<file path="src/verilog/sine_feeder_pkg.sv">
// Shared constants and carrier types for the timed sine table converter feeder
package sine_feeder_pkg;

  // Register bus geometry (byte addresses, one 32-bit word each except the table window at OFS_TABLE)
  localparam int          ADDR_W        = 11;
  localparam logic [10:0] OFS_CTRL      = 11'h000;
  localparam logic [10:0] OFS_STATUS    = 11'h004;
  localparam logic [10:0] OFS_MASK      = 11'h008;
  localparam logic [10:0] OFS_CONV      = 11'h00C;
  localparam logic [10:0] OFS_SRC       = 11'h010;
  localparam logic [10:0] OFS_DST       = 11'h014;
  localparam logic [10:0] OFS_COUNT     = 11'h018;
  localparam logic [10:0] OFS_BASE      = 11'h01C;
  localparam logic [10:0] OFS_DESC      = 11'h020;
  localparam logic [10:0] OFS_OUT       = 11'h024;
  localparam logic [10:0] OFS_TABLE     = 11'h400;

  // Control word field positions
  localparam int CTRL_CONV_EN  = 0;
  localparam int CTRL_TMR_RUN  = 1;
  localparam int CTRL_ROUTE_EN = 2;
  localparam int CTRL_ARM      = 3;

  // Status word field positions
  localparam int ST_COUNT_END = 0;
  localparam int ST_XFER      = 1;
  localparam int ST_BLOCK_END = 2;
  localparam int ST_CONV_DONE = 3;
  localparam int STAT_W       = 4;

  // Reset values and fixed addresses
  localparam logic [7:0]  ZERO_CODE     = 8'h00;
  localparam logic [19:0] SRC_RESET     = 20'hFE000;
  localparam logic [19:0] DST_FIXED     = 20'hFFF34;
  localparam logic [7:0]  COUNT_RESET   = 8'h63;
  localparam logic [7:0]  BASE_RESET    = 8'hFD;
  localparam logic [3:0]  DESC_TOP      = 4'hF;
  localparam logic [15:0] TIMER_CMP_RST = 16'h18FF;

  // Timing: 32 MHz count source derived from the 100 MHz clock
  localparam int          CLK_NS        = 10;
  localparam int          PCLK_MHZ      = 32;
  localparam int          REFCLK_MHZ    = 100;
  localparam int          INTERVAL_US   = 200;
  localparam int          SETTLE_NS     = 1000;
  localparam int          SETTLE_CYC    = (SETTLE_NS + CLK_NS - 1) / CLK_NS;

  // Carriers
  typedef struct packed {
    logic route_en;
    logic tmr_run;
    logic conv_en;
  } ctrl_t;

  typedef struct packed {
    logic conv_done;
    logic block_end;
    logic xfer;
    logic count_end;
  } status_t;

endpackage

</file>
<file path="src/verilog/interval_timer_channel.sv">
// Interval timer channel counting a 32 MHz enable derived from the reference clock
`timescale 1ns/1ps
module interval_timer_channel #(
  parameter int CNT_W = 16
) (
  input  wire logic             ref_clk,
  input  wire logic             rst_n,
  input  wire logic             ce,
  input  wire logic             run,
  input  wire logic [CNT_W-1:0] cmp,
  output logic                  count_end
);

  logic [6:0]       acc_reg, acc_next;
  logic [CNT_W-1:0] cnt_reg, cnt_next;
  logic             tick;
  logic             end_next;
  logic [7:0]       acc_sum;

  ////////////////////////////////////////////////////////////////////
  // Fractional accumulator: 32 ticks per 100 clocks, exact on average
  always_comb begin
    acc_sum  = {1'b0, acc_reg} + 8'(sine_feeder_pkg::PCLK_MHZ);
    tick     = acc_sum >= 8'(sine_feeder_pkg::REFCLK_MHZ);
    acc_next = tick ? 7'(acc_sum - 8'(sine_feeder_pkg::REFCLK_MHZ)) : acc_sum[6:0];
    cnt_next = cnt_reg;
    end_next = 1'b0;
    // [RULE_02] interval count end
    if (!run) begin
      acc_next = 7'h00;
      cnt_next = cmp;
    // [RULE_03] undivided count source
    end else if (tick) begin
      if (cnt_reg == '0) begin
        cnt_next = cmp;
        end_next = 1'b1;
      end else begin
        cnt_next = cnt_reg - 1'b1;
      end
    end
  end

  always_ff @(posedge ref_clk or negedge rst_n) begin
    if (!rst_n) begin
      acc_reg   <= 7'h00;
      cnt_reg   <= '0;
      count_end <= 1'b0;
    end else if (ce) begin
      acc_reg   <= acc_next;
      cnt_reg   <= cnt_next;
      count_end <= end_next;
    end
  end

endmodule

</file>
<file path="src/verilog/timed_sine_table_dac_feeder.sv">
// Timer-paced table transfer feeding an 8-bit converter, with Avalon-MM registers
//
// Behaviour
// [RULE_01] Enabling conversion drives the zero-volt code onto the output first.
// [RULE_02] Interval timer raises count end once every 200 us.
// [RULE_03] Timer counts the undivided 32 MHz peripheral clock.
// [RULE_04] Router passes timer count end to converter real-time start.
// [RULE_05] Each routed event starts converting the held conversion value.
// [RULE_06] Converted level reaches the output pin only after settling time.
// [RULE_07] The same count end activates the transfer controller once.
// [RULE_08] Each activation moves one 8-bit byte, normal mode, block size one.
// [RULE_09] Source starts at FE000 and increments after every transfer.
// [RULE_10] Destination is fixed at FFF34, the conversion value register.
// [RULE_11] Transfer count loads 99 (63H) and decrements per transfer.
// [RULE_12] Base address register holds FDH, descriptor area at FFD00H.
// [RULE_13] Read source byte, write conversion value, then advance source.
// [RULE_14] Software table holds 100 entries forming one 50 Hz period.
// [RULE_15] Entries are 127 times sine of phase plus 1.5 pi, plus 128.
// [RULE_16] Software writes zero code and configures before starting timer.
// [RULE_17] Software sets timer compare 6399 for 6400 counts per interval; here the compare is fixed by TIMER_CMP_DEFAULT instead.
// [RULE_18] At count zero the controller ignores activations until re-armed.
`timescale 1ns/1ps
module timed_sine_table_dac_feeder #(
  parameter int          TABLE_DEPTH       = 256,
  parameter int          SETTLE_CYCLES     = sine_feeder_pkg::SETTLE_CYC,
  parameter logic [15:0] TIMER_CMP_DEFAULT = sine_feeder_pkg::TIMER_CMP_RST
) (
  input  wire logic        ref_clk,
  input  wire logic        rst_n,
  input  wire logic        ce,
  input  wire logic [10:0] avs_address,
  input  wire logic        avs_read,
  input  wire logic        avs_write,
  input  wire logic [31:0] avs_writedata,
  output logic [31:0]      avs_readdata,
  output logic             avs_waitrequest,
  output logic [7:0]       analog_out_pin,
  output logic             irq
);

  typedef enum logic [1:0] {XF_IDLE, XF_READ, XF_WRITE} xfer_state_t;

  // Register window hit test, shared by read and write paths
  function automatic logic hit(input logic [10:0] addr, input logic [10:0] ofs);
    hit = (addr == ofs);
  endfunction

  function automatic logic in_table(input logic [10:0] addr);
    in_table = (addr >= sine_feeder_pkg::OFS_TABLE) && (addr[1:0] == 2'b00);
  endfunction

  ////////////////////////////////////////////////////////////////////
  // State declarations
  sine_feeder_pkg::ctrl_t   ctrl_reg, ctrl_next;
  sine_feeder_pkg::status_t status_reg, status_next;
  logic [3:0]        mask_reg, mask_next;
  logic [7:0]        conv_value_reg, conv_value_next;
  logic [19:0]       transfer_source_addr_reg, src_next;
  logic [7:0]        count_reg, count_next;
  logic [7:0]        transfer_base_addr_reg, base_next;
  logic              armed_reg, armed_next;
  xfer_state_t       xf_reg, xf_next;
  logic [7:0]        held_reg, held_next;
  logic [15:0]       settle_reg, settle_next;
  logic              conv_en_d_reg;
  logic [7:0]        out_next;
  logic              irq_next;
  logic [31:0]       rdata_next;
  logic              wait_next;
  logic [3:0]        rd_clear_reg, rd_clear_next;
  logic              count_end;
  logic              route_evt;
  logic              bus_req;
  logic              bus_take;
  logic              tbl_we;
  logic [7:0]        tbl_widx;
  logic [7:0]        tbl_rd_reg;
  logic [7:0]        table_mem [TABLE_DEPTH];

  ////////////////////////////////////////////////////////////////////
  // Interval timer channel, run bit steers it
  interval_timer_channel #(
    .CNT_W (16)
  ) interval_timer_channel_i (
    .ref_clk   (ref_clk),
    .rst_n     (rst_n),
    .ce        (ce),
    .run       (ctrl_reg.tmr_run),
    .cmp       (TIMER_CMP_DEFAULT),
    .count_end (count_end)
  );

  // [RULE_04] event router path
  assign route_evt = count_end && ctrl_reg.route_en && ctrl_reg.conv_en;

  // Request taken one cycle after it appears, at the waitrequest-low edge
  assign bus_req  = avs_read || avs_write;
  assign bus_take = bus_req && !avs_waitrequest;

  ////////////////////////////////////////////////////////////////////
  // Table storage: software fills it, transfer controller reads it
  always_comb begin
    tbl_widx = avs_address[9:2];
    tbl_we   = bus_take && avs_write && in_table(avs_address);
  end

  always_ff @(posedge ref_clk) begin
    if (ce) begin
      if (tbl_we) begin
        table_mem[tbl_widx] <= avs_writedata[7:0];
      end
      // Synchronous read keeps this inferable as block memory
      tbl_rd_reg <= table_mem[transfer_source_addr_reg[7:0]];
    end
  end

  ////////////////////////////////////////////////////////////////////
  // Registers, bus slave, transfer controller and converter next state
  always_comb begin
    ctrl_next       = ctrl_reg;
    status_next     = status_reg;
    mask_next       = mask_reg;
    conv_value_next = conv_value_reg;
    src_next        = transfer_source_addr_reg;
    count_next      = count_reg;
    base_next       = transfer_base_addr_reg;
    armed_next      = armed_reg;
    xf_next         = xf_reg;
    held_next       = held_reg;
    settle_next     = settle_reg;
    out_next        = analog_out_pin;
    rdata_next      = avs_readdata;
    rd_clear_next   = 4'h0;
    wait_next       = 1'b1;

    // Read clear only drops bits that were returned; new events survive
    if (bus_take && avs_read && hit(avs_address, sine_feeder_pkg::OFS_STATUS)) begin
      status_next = sine_feeder_pkg::status_t'(status_next & ~rd_clear_reg);
    end

    // Bus accepts at the waitrequest-low edge
    if (bus_take && avs_write) begin
      if (hit(avs_address, sine_feeder_pkg::OFS_CTRL)) begin
        ctrl_next.conv_en  = avs_writedata[sine_feeder_pkg::CTRL_CONV_EN];
        ctrl_next.tmr_run  = avs_writedata[sine_feeder_pkg::CTRL_TMR_RUN];
        ctrl_next.route_en = avs_writedata[sine_feeder_pkg::CTRL_ROUTE_EN];
        if (avs_writedata[sine_feeder_pkg::CTRL_ARM]) begin
          armed_next = 1'b1;
        end
      end
      if (hit(avs_address, sine_feeder_pkg::OFS_MASK)) begin
        mask_next = avs_writedata[3:0];
      end
      if (hit(avs_address, sine_feeder_pkg::OFS_CONV)) begin
        conv_value_next = avs_writedata[7:0];
      end
      if (hit(avs_address, sine_feeder_pkg::OFS_SRC)) begin
        src_next = avs_writedata[19:0];
      end
      if (hit(avs_address, sine_feeder_pkg::OFS_COUNT)) begin
        count_next = avs_writedata[7:0];
      end
      if (hit(avs_address, sine_feeder_pkg::OFS_BASE)) begin
        base_next = avs_writedata[7:0];
      end
    end

    // Transfer controller
    unique case (xf_reg)
      XF_IDLE: begin
        // [RULE_07] count end activates a transfer
        // [RULE_18] exhausted count ignores activations
        if (count_end && armed_reg && count_reg != 8'h00) begin
          xf_next = XF_READ;
        end
      end
      XF_READ: begin
        xf_next = XF_WRITE;
      end
      XF_WRITE: begin
        // [RULE_08] one byte per activation
        // [RULE_10] fixed destination write
        // [RULE_13] read, write, then advance
        conv_value_next = tbl_rd_reg;
        // [RULE_09] source increments
        src_next        = transfer_source_addr_reg + 20'h00001;
        // [RULE_11] count decrements
        count_next      = count_reg - 8'h01;
        status_next.xfer = 1'b1;
        if (count_reg == 8'h01) begin
          armed_next            = 1'b0;
          status_next.block_end = 1'b1;
        end
        xf_next = XF_IDLE;
      end
      // Unused fourth code falls back to idle
      default: begin
        xf_next = XF_IDLE;
      end
    endcase

    // Converter: zero on enable, settle before the pin moves
    if (!ctrl_reg.conv_en) begin
      settle_next = 16'h0000;
      out_next    = sine_feeder_pkg::ZERO_CODE;
    end else if (!conv_en_d_reg) begin
      // [RULE_01] zero-volt start
      out_next    = sine_feeder_pkg::ZERO_CODE;
    end else if (route_evt) begin
      // [RULE_05] convert held value
      held_next   = conv_value_reg;
      settle_next = 16'(SETTLE_CYCLES);
    end else if (settle_reg != 16'h0000) begin
      settle_next = settle_reg - 16'h0001;
      // [RULE_06] settling before output
      if (settle_reg == 16'h0001) begin
        out_next              = held_reg;
        status_next.conv_done = 1'b1;
      end
    end

    // Hardware events set sticky bits; set wins over read clear
    if (count_end) begin
      status_next.count_end = 1'b1;
    end

    // Answer: capture read data on the first cycle, release after the take
    if (bus_req && avs_waitrequest) begin
      wait_next  = 1'b0;
      rdata_next = 32'h0000_0000;
      if (avs_read) begin
        if (hit(avs_address, sine_feeder_pkg::OFS_CTRL)) begin
          rdata_next[sine_feeder_pkg::CTRL_CONV_EN]  = ctrl_reg.conv_en;
          rdata_next[sine_feeder_pkg::CTRL_TMR_RUN]  = ctrl_reg.tmr_run;
          rdata_next[sine_feeder_pkg::CTRL_ROUTE_EN] = ctrl_reg.route_en;
          rdata_next[sine_feeder_pkg::CTRL_ARM]      = armed_reg;
        end
        if (hit(avs_address, sine_feeder_pkg::OFS_STATUS)) begin
          rdata_next[sine_feeder_pkg::STAT_W-1:0] = status_reg;
          rd_clear_next                          = status_reg;
        end
        if (hit(avs_address, sine_feeder_pkg::OFS_MASK)) begin
          rdata_next[3:0] = mask_reg;
        end
        if (hit(avs_address, sine_feeder_pkg::OFS_CONV)) begin
          rdata_next[7:0] = conv_value_reg;
        end
        if (hit(avs_address, sine_feeder_pkg::OFS_SRC)) begin
          rdata_next[19:0] = transfer_source_addr_reg;
        end
        if (hit(avs_address, sine_feeder_pkg::OFS_DST)) begin
          rdata_next[19:0] = sine_feeder_pkg::DST_FIXED;
        end
        if (hit(avs_address, sine_feeder_pkg::OFS_COUNT)) begin
          rdata_next[7:0] = count_reg;
        end
        if (hit(avs_address, sine_feeder_pkg::OFS_BASE)) begin
          rdata_next[7:0] = transfer_base_addr_reg;
        end
        // [RULE_12] descriptor area from base
        if (hit(avs_address, sine_feeder_pkg::OFS_DESC)) begin
          rdata_next[19:0] = {sine_feeder_pkg::DESC_TOP, transfer_base_addr_reg, 8'h00};
        end
        if (hit(avs_address, sine_feeder_pkg::OFS_OUT)) begin
          rdata_next[7:0] = analog_out_pin;
        end
      end
    end

    irq_next = |(status_next & mask_next);
  end

  ////////////////////////////////////////////////////////////////////
  // State registers; ce low freezes all of them
  always_ff @(posedge ref_clk or negedge rst_n) begin
    if (!rst_n) begin
      ctrl_reg                 <= '0;
      status_reg               <= '0;
      mask_reg                 <= 4'h0;
      conv_value_reg           <= sine_feeder_pkg::ZERO_CODE;
      transfer_source_addr_reg <= sine_feeder_pkg::SRC_RESET;
      count_reg                <= sine_feeder_pkg::COUNT_RESET;
      transfer_base_addr_reg   <= sine_feeder_pkg::BASE_RESET;
      armed_reg                <= 1'b0;
      xf_reg                   <= XF_IDLE;
      held_reg                 <= sine_feeder_pkg::ZERO_CODE;
      settle_reg               <= 16'h0000;
      conv_en_d_reg            <= 1'b0;
      rd_clear_reg             <= 4'h0;
      analog_out_pin           <= sine_feeder_pkg::ZERO_CODE;
      irq                      <= 1'b0;
      avs_readdata             <= 32'h0000_0000;
      avs_waitrequest          <= 1'b1;
    end else if (ce) begin
      ctrl_reg                 <= ctrl_next;
      status_reg               <= status_next;
      mask_reg                 <= mask_next;
      conv_value_reg           <= conv_value_next;
      transfer_source_addr_reg <= src_next;
      count_reg                <= count_next;
      transfer_base_addr_reg   <= base_next;
      armed_reg                <= armed_next;
      xf_reg                   <= xf_next;
      held_reg                 <= held_next;
      settle_reg               <= settle_next;
      conv_en_d_reg            <= ctrl_reg.conv_en;
      rd_clear_reg             <= rd_clear_next;
      analog_out_pin           <= out_next;
      irq                      <= irq_next;
      avs_readdata             <= rdata_next;
      avs_waitrequest          <= wait_next;
    end
  end

endmodule

</file>
<file path="config.mk">
export PLATFORM = sky130hd
export DESIGN_NAME = timed_sine_table_dac_feeder
export DESIGN_NICKNAME = d
export VERILOG_FILES = /design/src/verilog/sine_feeder_pkg.sv /design/src/verilog/interval_timer_channel.sv /design/src/verilog/timed_sine_table_dac_feeder.sv
export SDC_FILE = /design/constraint.sdc
export NUM_CORES = 2
export LEC_CHECK = 0
export BUFFER_PORTS_ARGS = -buffer_cell sky130_fd_sc_hd__buf_2
export CORE_MARGIN = 10
export CORE_UTILIZATION = 65
export CTS_BUF_LIST = sky130_fd_sc_hd__clkbuf_8
export CTS_CLUSTER_SIZE = 24
export DETAILED_ROUTE_END_ITERATION = 16
export PLACE_DENSITY = 0.84
export SETUP_SLACK_MARGIN = 0.4
export SYNTH_ARGS = -nofsm -noshare
export SYNTH_HDL_FRONTEND = slang
export SYNTH_SLANG_ARGS = --single-unit
</file>
<file path="constraint.sdc">
create_clock -name ref_clk -period 5.6 [get_ports ref_clk]
set_clock_uncertainty 0.05 [all_clocks]
set_input_delay 1.12 -clock ref_clk [delete_from_list [all_inputs] [get_ports ref_clk]]
set_output_delay 1.12 -clock ref_clk [all_outputs]
set_load 0.02 [all_outputs]
</file>
# ---- Word level (Yosys, flattened, before mapping)
# Memory sizes are Yosys's and may differ from the RTL's. A register that Yosys moved wholly into a read port is not among the register bits.
# Cells that the tools add are included.
dict set report classes {
  multipliers 0
  n_shift 0
  n_div 0
  n_addsub 6
  n_eq_ne 20
  muxes 62
  reduce_logical 35
  order_cmp 2
  bitwise 3
}
# cell n
set ops {}
lappend ops {{20-bit two-way mux} 7}
lappend ops {{8-bit two-way mux} 15}
lappend ops {{16-bit two-way mux} 7}
lappend ops {{11-bit by 5-bit == test with 1-bit output (second input constant)} 4}
lappend ops {{4-bit two-way mux} 9}
lappend ops {{16-bit by 1-bit subtractor with 16-bit output (second input constant)} 2}
lappend ops {{11-bit by 4-bit == test with 1-bit output (second input constant)} 2}
lappend ops {{11-bit by 6-bit == test with 1-bit output (second input constant)} 2}
lappend ops {{20-bit by 1-bit adder with 20-bit output (second input constant)} 1}
lappend ops {{1-bit two-way mux} 19}
lappend ops {{3-bit AND reduction} 6}
lappend ops {{16-bit by 1-bit == test with 1-bit output (second input constant)} 1}
lappend ops {{16-bit logical NOT} 1}
lappend ops {{16-bit nonzero test} 1}
lappend ops {{7-bit two-way mux} 2}
lappend ops {{11-bit by 3-bit == test with 1-bit output (second input constant)} 1}
lappend ops {{11-bit >= comparator (second input constant)} 1}
lappend ops {{1-bit logical AND} 11}
lappend ops {{11-bit logical NOT} 1}
lappend ops {{7-bit by 6-bit adder with 8-bit output (second input constant)} 1}
lappend ops {{4-bit AND} 2}
lappend ops {{8-bit by 1-bit == test with 1-bit output (second input constant)} 1}
lappend ops {{8-bit by 7-bit >= comparator with 1-bit output (second input constant)} 1}
lappend ops {{4-bit AND reduction} 2}
lappend ops {{19 further kinds} 28}
dict set report word_totals {
  mem_bits_rw 2048
  memories 1
  latchBits 0
  word_cells 154
  romBits 0
  inputBits 48
  regBits 141
}
# name depth word_bits read_ports rd_clocked_by_memory_dff write_ports line_no
set memory_table {}
lappend memory_table {table_mem 256 8 1 1 1 timed_sine_table_dac_feeder.sv:78} ;# logic [7:0] table_mem [TABLE_DEPTH];

# ---- Longest topological paths before layout
dict set report depth {
  ltp_word 12
  mapped_depth 13
  depth_no_buf 8
}

# ---- Cells and area by module
# A second synthesis with hierarchy kept.
dict set report hier_totals {
  hier_cells 4610
  area_unflattened_um2 87751.7
}
# module seq_area_each_um2 area_each_um2 cells_per_inst n_inst
set modules_own_cells {}
lappend modules_own_cells {timed_sine_table_dac_feeder 64690.8 86198.9 4437 1}
lappend modules_own_cells {interval_timer_channel 550.5 1552.7 173 1}

# ---- Worst setup path after synthesis
# No wires, ideal clock.
dict set report synth_path {
  path_type {input to register}
  from {input ce}
  to {memory table_mem[183][0] (enable)}
  path_stages 7
  arrival_ns 2.807
  n_path_buf 2
  setup_slack_ns 2.373
  required_time_ns 5.180
  cell_sequence {clkbuf_1 > and2_1 > nand3_1 > nor3_1 > nand3_1 > clkbuf_1 > nor2_1}
}
dict set report synth_via {
  elab_chain_cells 2
}
# element line_no
set synth_lines {}
lappend synth_lines {{start, declared} timed_sine_table_dac_feeder.sv:30} ;# input wire logic ce,
lappend synth_lines {{1-bit two-way mux} timed_sine_table_dac_feeder.sv:108} ;# if (ce) begin
lappend synth_lines {{1-bit two-way mux (not written as such)} timed_sine_table_dac_feeder.sv:110} ;# table_mem[tbl_widx] <= avs_writedata[7:0];
lappend synth_lines {{end, declared} timed_sine_table_dac_feeder.sv:78}
# Every way passes these cells.

==> results.cfg <==
[route]
drc_errors = 0
ant_nets = 0
drt_iter0_drc = 8651
drt_pass1_iterations = 12
wl_um = 233900
avgRoutedWirePerCell_um = 33.77
vias_per_cell = 7.197
vias = 49850

[setup_path]
crit_arrival_ns = 5.50
crit_path_max_incr_delay_ns = 0.99
r2r-start = transfer_source_addr_reg[2]$_DFFE_PN0P_
critPathMaxFanout = 33
cp-end-kind = flip-flop
path_cells = buf_4 > nand3b_1 > buf_4 > o221ai_1 > a211oi_1 > a21oi_1 > o31ai_1 > o22ai_1
path_common_cell = buf_4
setup.worst_path.class = flip-flop to flip-flop
startpoint = transfer_source_addr_reg[2]$_DFFE_PN0P_
crit_required_ns = 6.26
critPathLaunchType = flip-flop
crit_slowest_cell = dfrtp_4

[sta]
finalSetupViolCount = 0
rsz0062_at_grt = false
timing.hold.ws_ns = 0.1796
setup_ws_ns = 0.7588
hold_viol_final = 0
fmax_mhz = 206.6
worstMarginPinSlew_ns = 1.409
fin_crit_sh = 0.8645
period_minus_slack_ns = 4.841
timing.final.max_slew_violations = 0
slew_headroom = 0.05765
setup_tns_ns = 0

[layout]
final_cell_mix = 2056 x edfxtp_1, 457 x mux4_2, 365 x clkbuf_8
largest_reg_flops = 2048
synthToLayoutAreaGrowth_pct = 10.46
mostFrequentLayoutCell = edfxtp_1
nNetsFinal = 4971
stdcell_count = 6926
regArea_sq_um = 65260
final.fill_count = 7109
drive_above_1_share = 0.2435
finalInstanceArea_sq_um = 96300
multi_input_area_sq_um = 20270

[placed_design]
dp.cells = 6335
pre_cts_ws_ns = 0.9002
postPlaceCellArea_sq_um = 90300
place.gp.congestion = 0.9281
dp_hpwl_um = 139400
io_buffers = 65

[floorplanning]
dieArea_sq_um = 149200
initial_core_util = 0.6541
rows = 134
dieWidth_um = 386.2
core_area_sq_um = 133300
die_h_um = 386.2
io_pins = 90

[cts]
htree_levels = 5
ctsResizeCount = 0
root_buffer = clkbuf_8
worstSkewPairLatency_ns = 0.99
numCtsBuffers = 343
clk_pin_slew_ns = 0.06
cts_tree = done
hold_buffers = 0
clockBufferDepth = 4
cts_setup_buffers = 0
clock-sinks = 2195

[synthesis]
synth_top_area_frac = 0.7081
synth.avg_cell_area_sq_um = 19.25
synth_edf_count = 2056
synth-seq-area-share = 0.7483
async_flop_share = 0.06333
synthTopCellsByArea = edfxtp_1 71%, mux4_2 12%, dfrtp_1 3.4%
yosysWarnings = 0
yosysTopAreaCell = edfxtp_1
ys_types = 91
ys_ff_latch = 2195
netlist_area_sq_um = 87180
netlist_instances = 4529
synthFlopType = edfxtp_1

[power_and_ir_drop]
power.static_leakage_nw = 30.86
ir_worst_vdd_mv = 0.3004
power_density_nw_per_um2 = 360.4

[run]
maxCapViolCount = 0

[run_status]
status = complete, no violations

[worst_hold_path]
hold_path_class = primary input to asynchronous set/reset pin

[global_routing]
grt_pass1_vias = 49270
grt_pass1_wl_um = 337700
gr-total-overflow = 0
grt_usage = 0.3137
grt_max_degree = 133
antenna_found_initial = 18
final timing paths:
check / slack, ns / cells after the start / to
max: 0.76 / 8 / tbl_rd_reg[2]$_DFFE_PP_
min: 0.18 / 1 / analog_out_pin[4]$_DFFE_PN0P_
max reg2reg: 0.76 / 8 / tbl_rd_reg[2]$_DFFE_PP_
min reg2reg: 0.44 / 1 / settle_reg[14]$_DFFE_PN0P_
max in group asynchronous: 4.24 / 2 / xf_reg[1]$_DFFE_PN0P_
min in group ref_clk: 0.34 / 3 / transfer_source_addr_reg[9]$_DFFE_PN0P_
power breakdown:
group	internal, mW	switching, mW	total [mW]
registers	18.1	0.303	18.4
clock network	6.14	6.08	12.2
logic	1.49	2.57	4.05
total	25.8	8.95	34.7
logic make-up after synthesis:
logic type | share of synthesized area
buffers and inverters | 0.02059
and+or+nand+nor | 0.03637
muxes | 0.1435
other | 0.00004301
DFF | 0.7483
adders and majority gates | 0.001579
xor gates and xnor gates | 0.0007032
AOI/OAI and AO/OA | 0.04892
cells in the mapped netlist (all sizes together), types with 7 or more instances:
cell type	instances
ha	11
and3	17
a21oi	130
nor2b	20
inv	31
dfrtp	120
nand4	8
mux2i	160
o221ai	25
o31ai	10
a22o	28
a21boi	7
nor3	27
a31oi	30
a211oi	14
clkbuf	123
o41ai	8
dfstp	19
mux4	465
nor2	339
and2	17
nor4	11
o21ai	127
o211ai	10
nand3	55
or3	12
a221oi	37
nand2	158
o22ai	33
nand2b	13
edfxtp	2056
a22oi	111
buf	156
mux2	36
per-layer routing:
| metal | wire length (um) | GRT usage |
|---|---|---|
| met5 | 350 | 0.0006496 |
| met4 | 15020 | 0.1675 |
| met3 | 35690 | 0.1083 |
| met2 | 106800 | 0.4678 |
| met1 | 76010 | 0.4106 |
metrics by stage:
stage | utilization | total power, mW
global placement | 0.6775 | 22.52
finish | 0.7225 | 34.71
detailed placement | 0.6775 | 22.64
CTS | 0.7223 | 34.58
floorplan | - | 21.06
global route | 0.7224 | 35.55
area by class of cell:
type | count | share of cell area
clock inverter | 225 | 0.01107
timing repair buffer | 306 | 0.02530
multi-input combinational | 2032 | 0.2105
clock buffer | 357 | 0.05102
inverter | 34 | 0.001325
tap | 1768 | 0.02297
antenna | 9 | 0.0002339
sequential | 2195 | 0.6776
worst max-delay path: cells and delay by family, from the launching register on:
family | cells | cell delay [ns]
AOI/OAI and AO/OA | 5 | 2.17
DFF | 1 | 0.99
buffers and inverters | 2 | 0.69
and+or+nand+nor | 1 | 0.58
(Power assumes the default switching activity.)
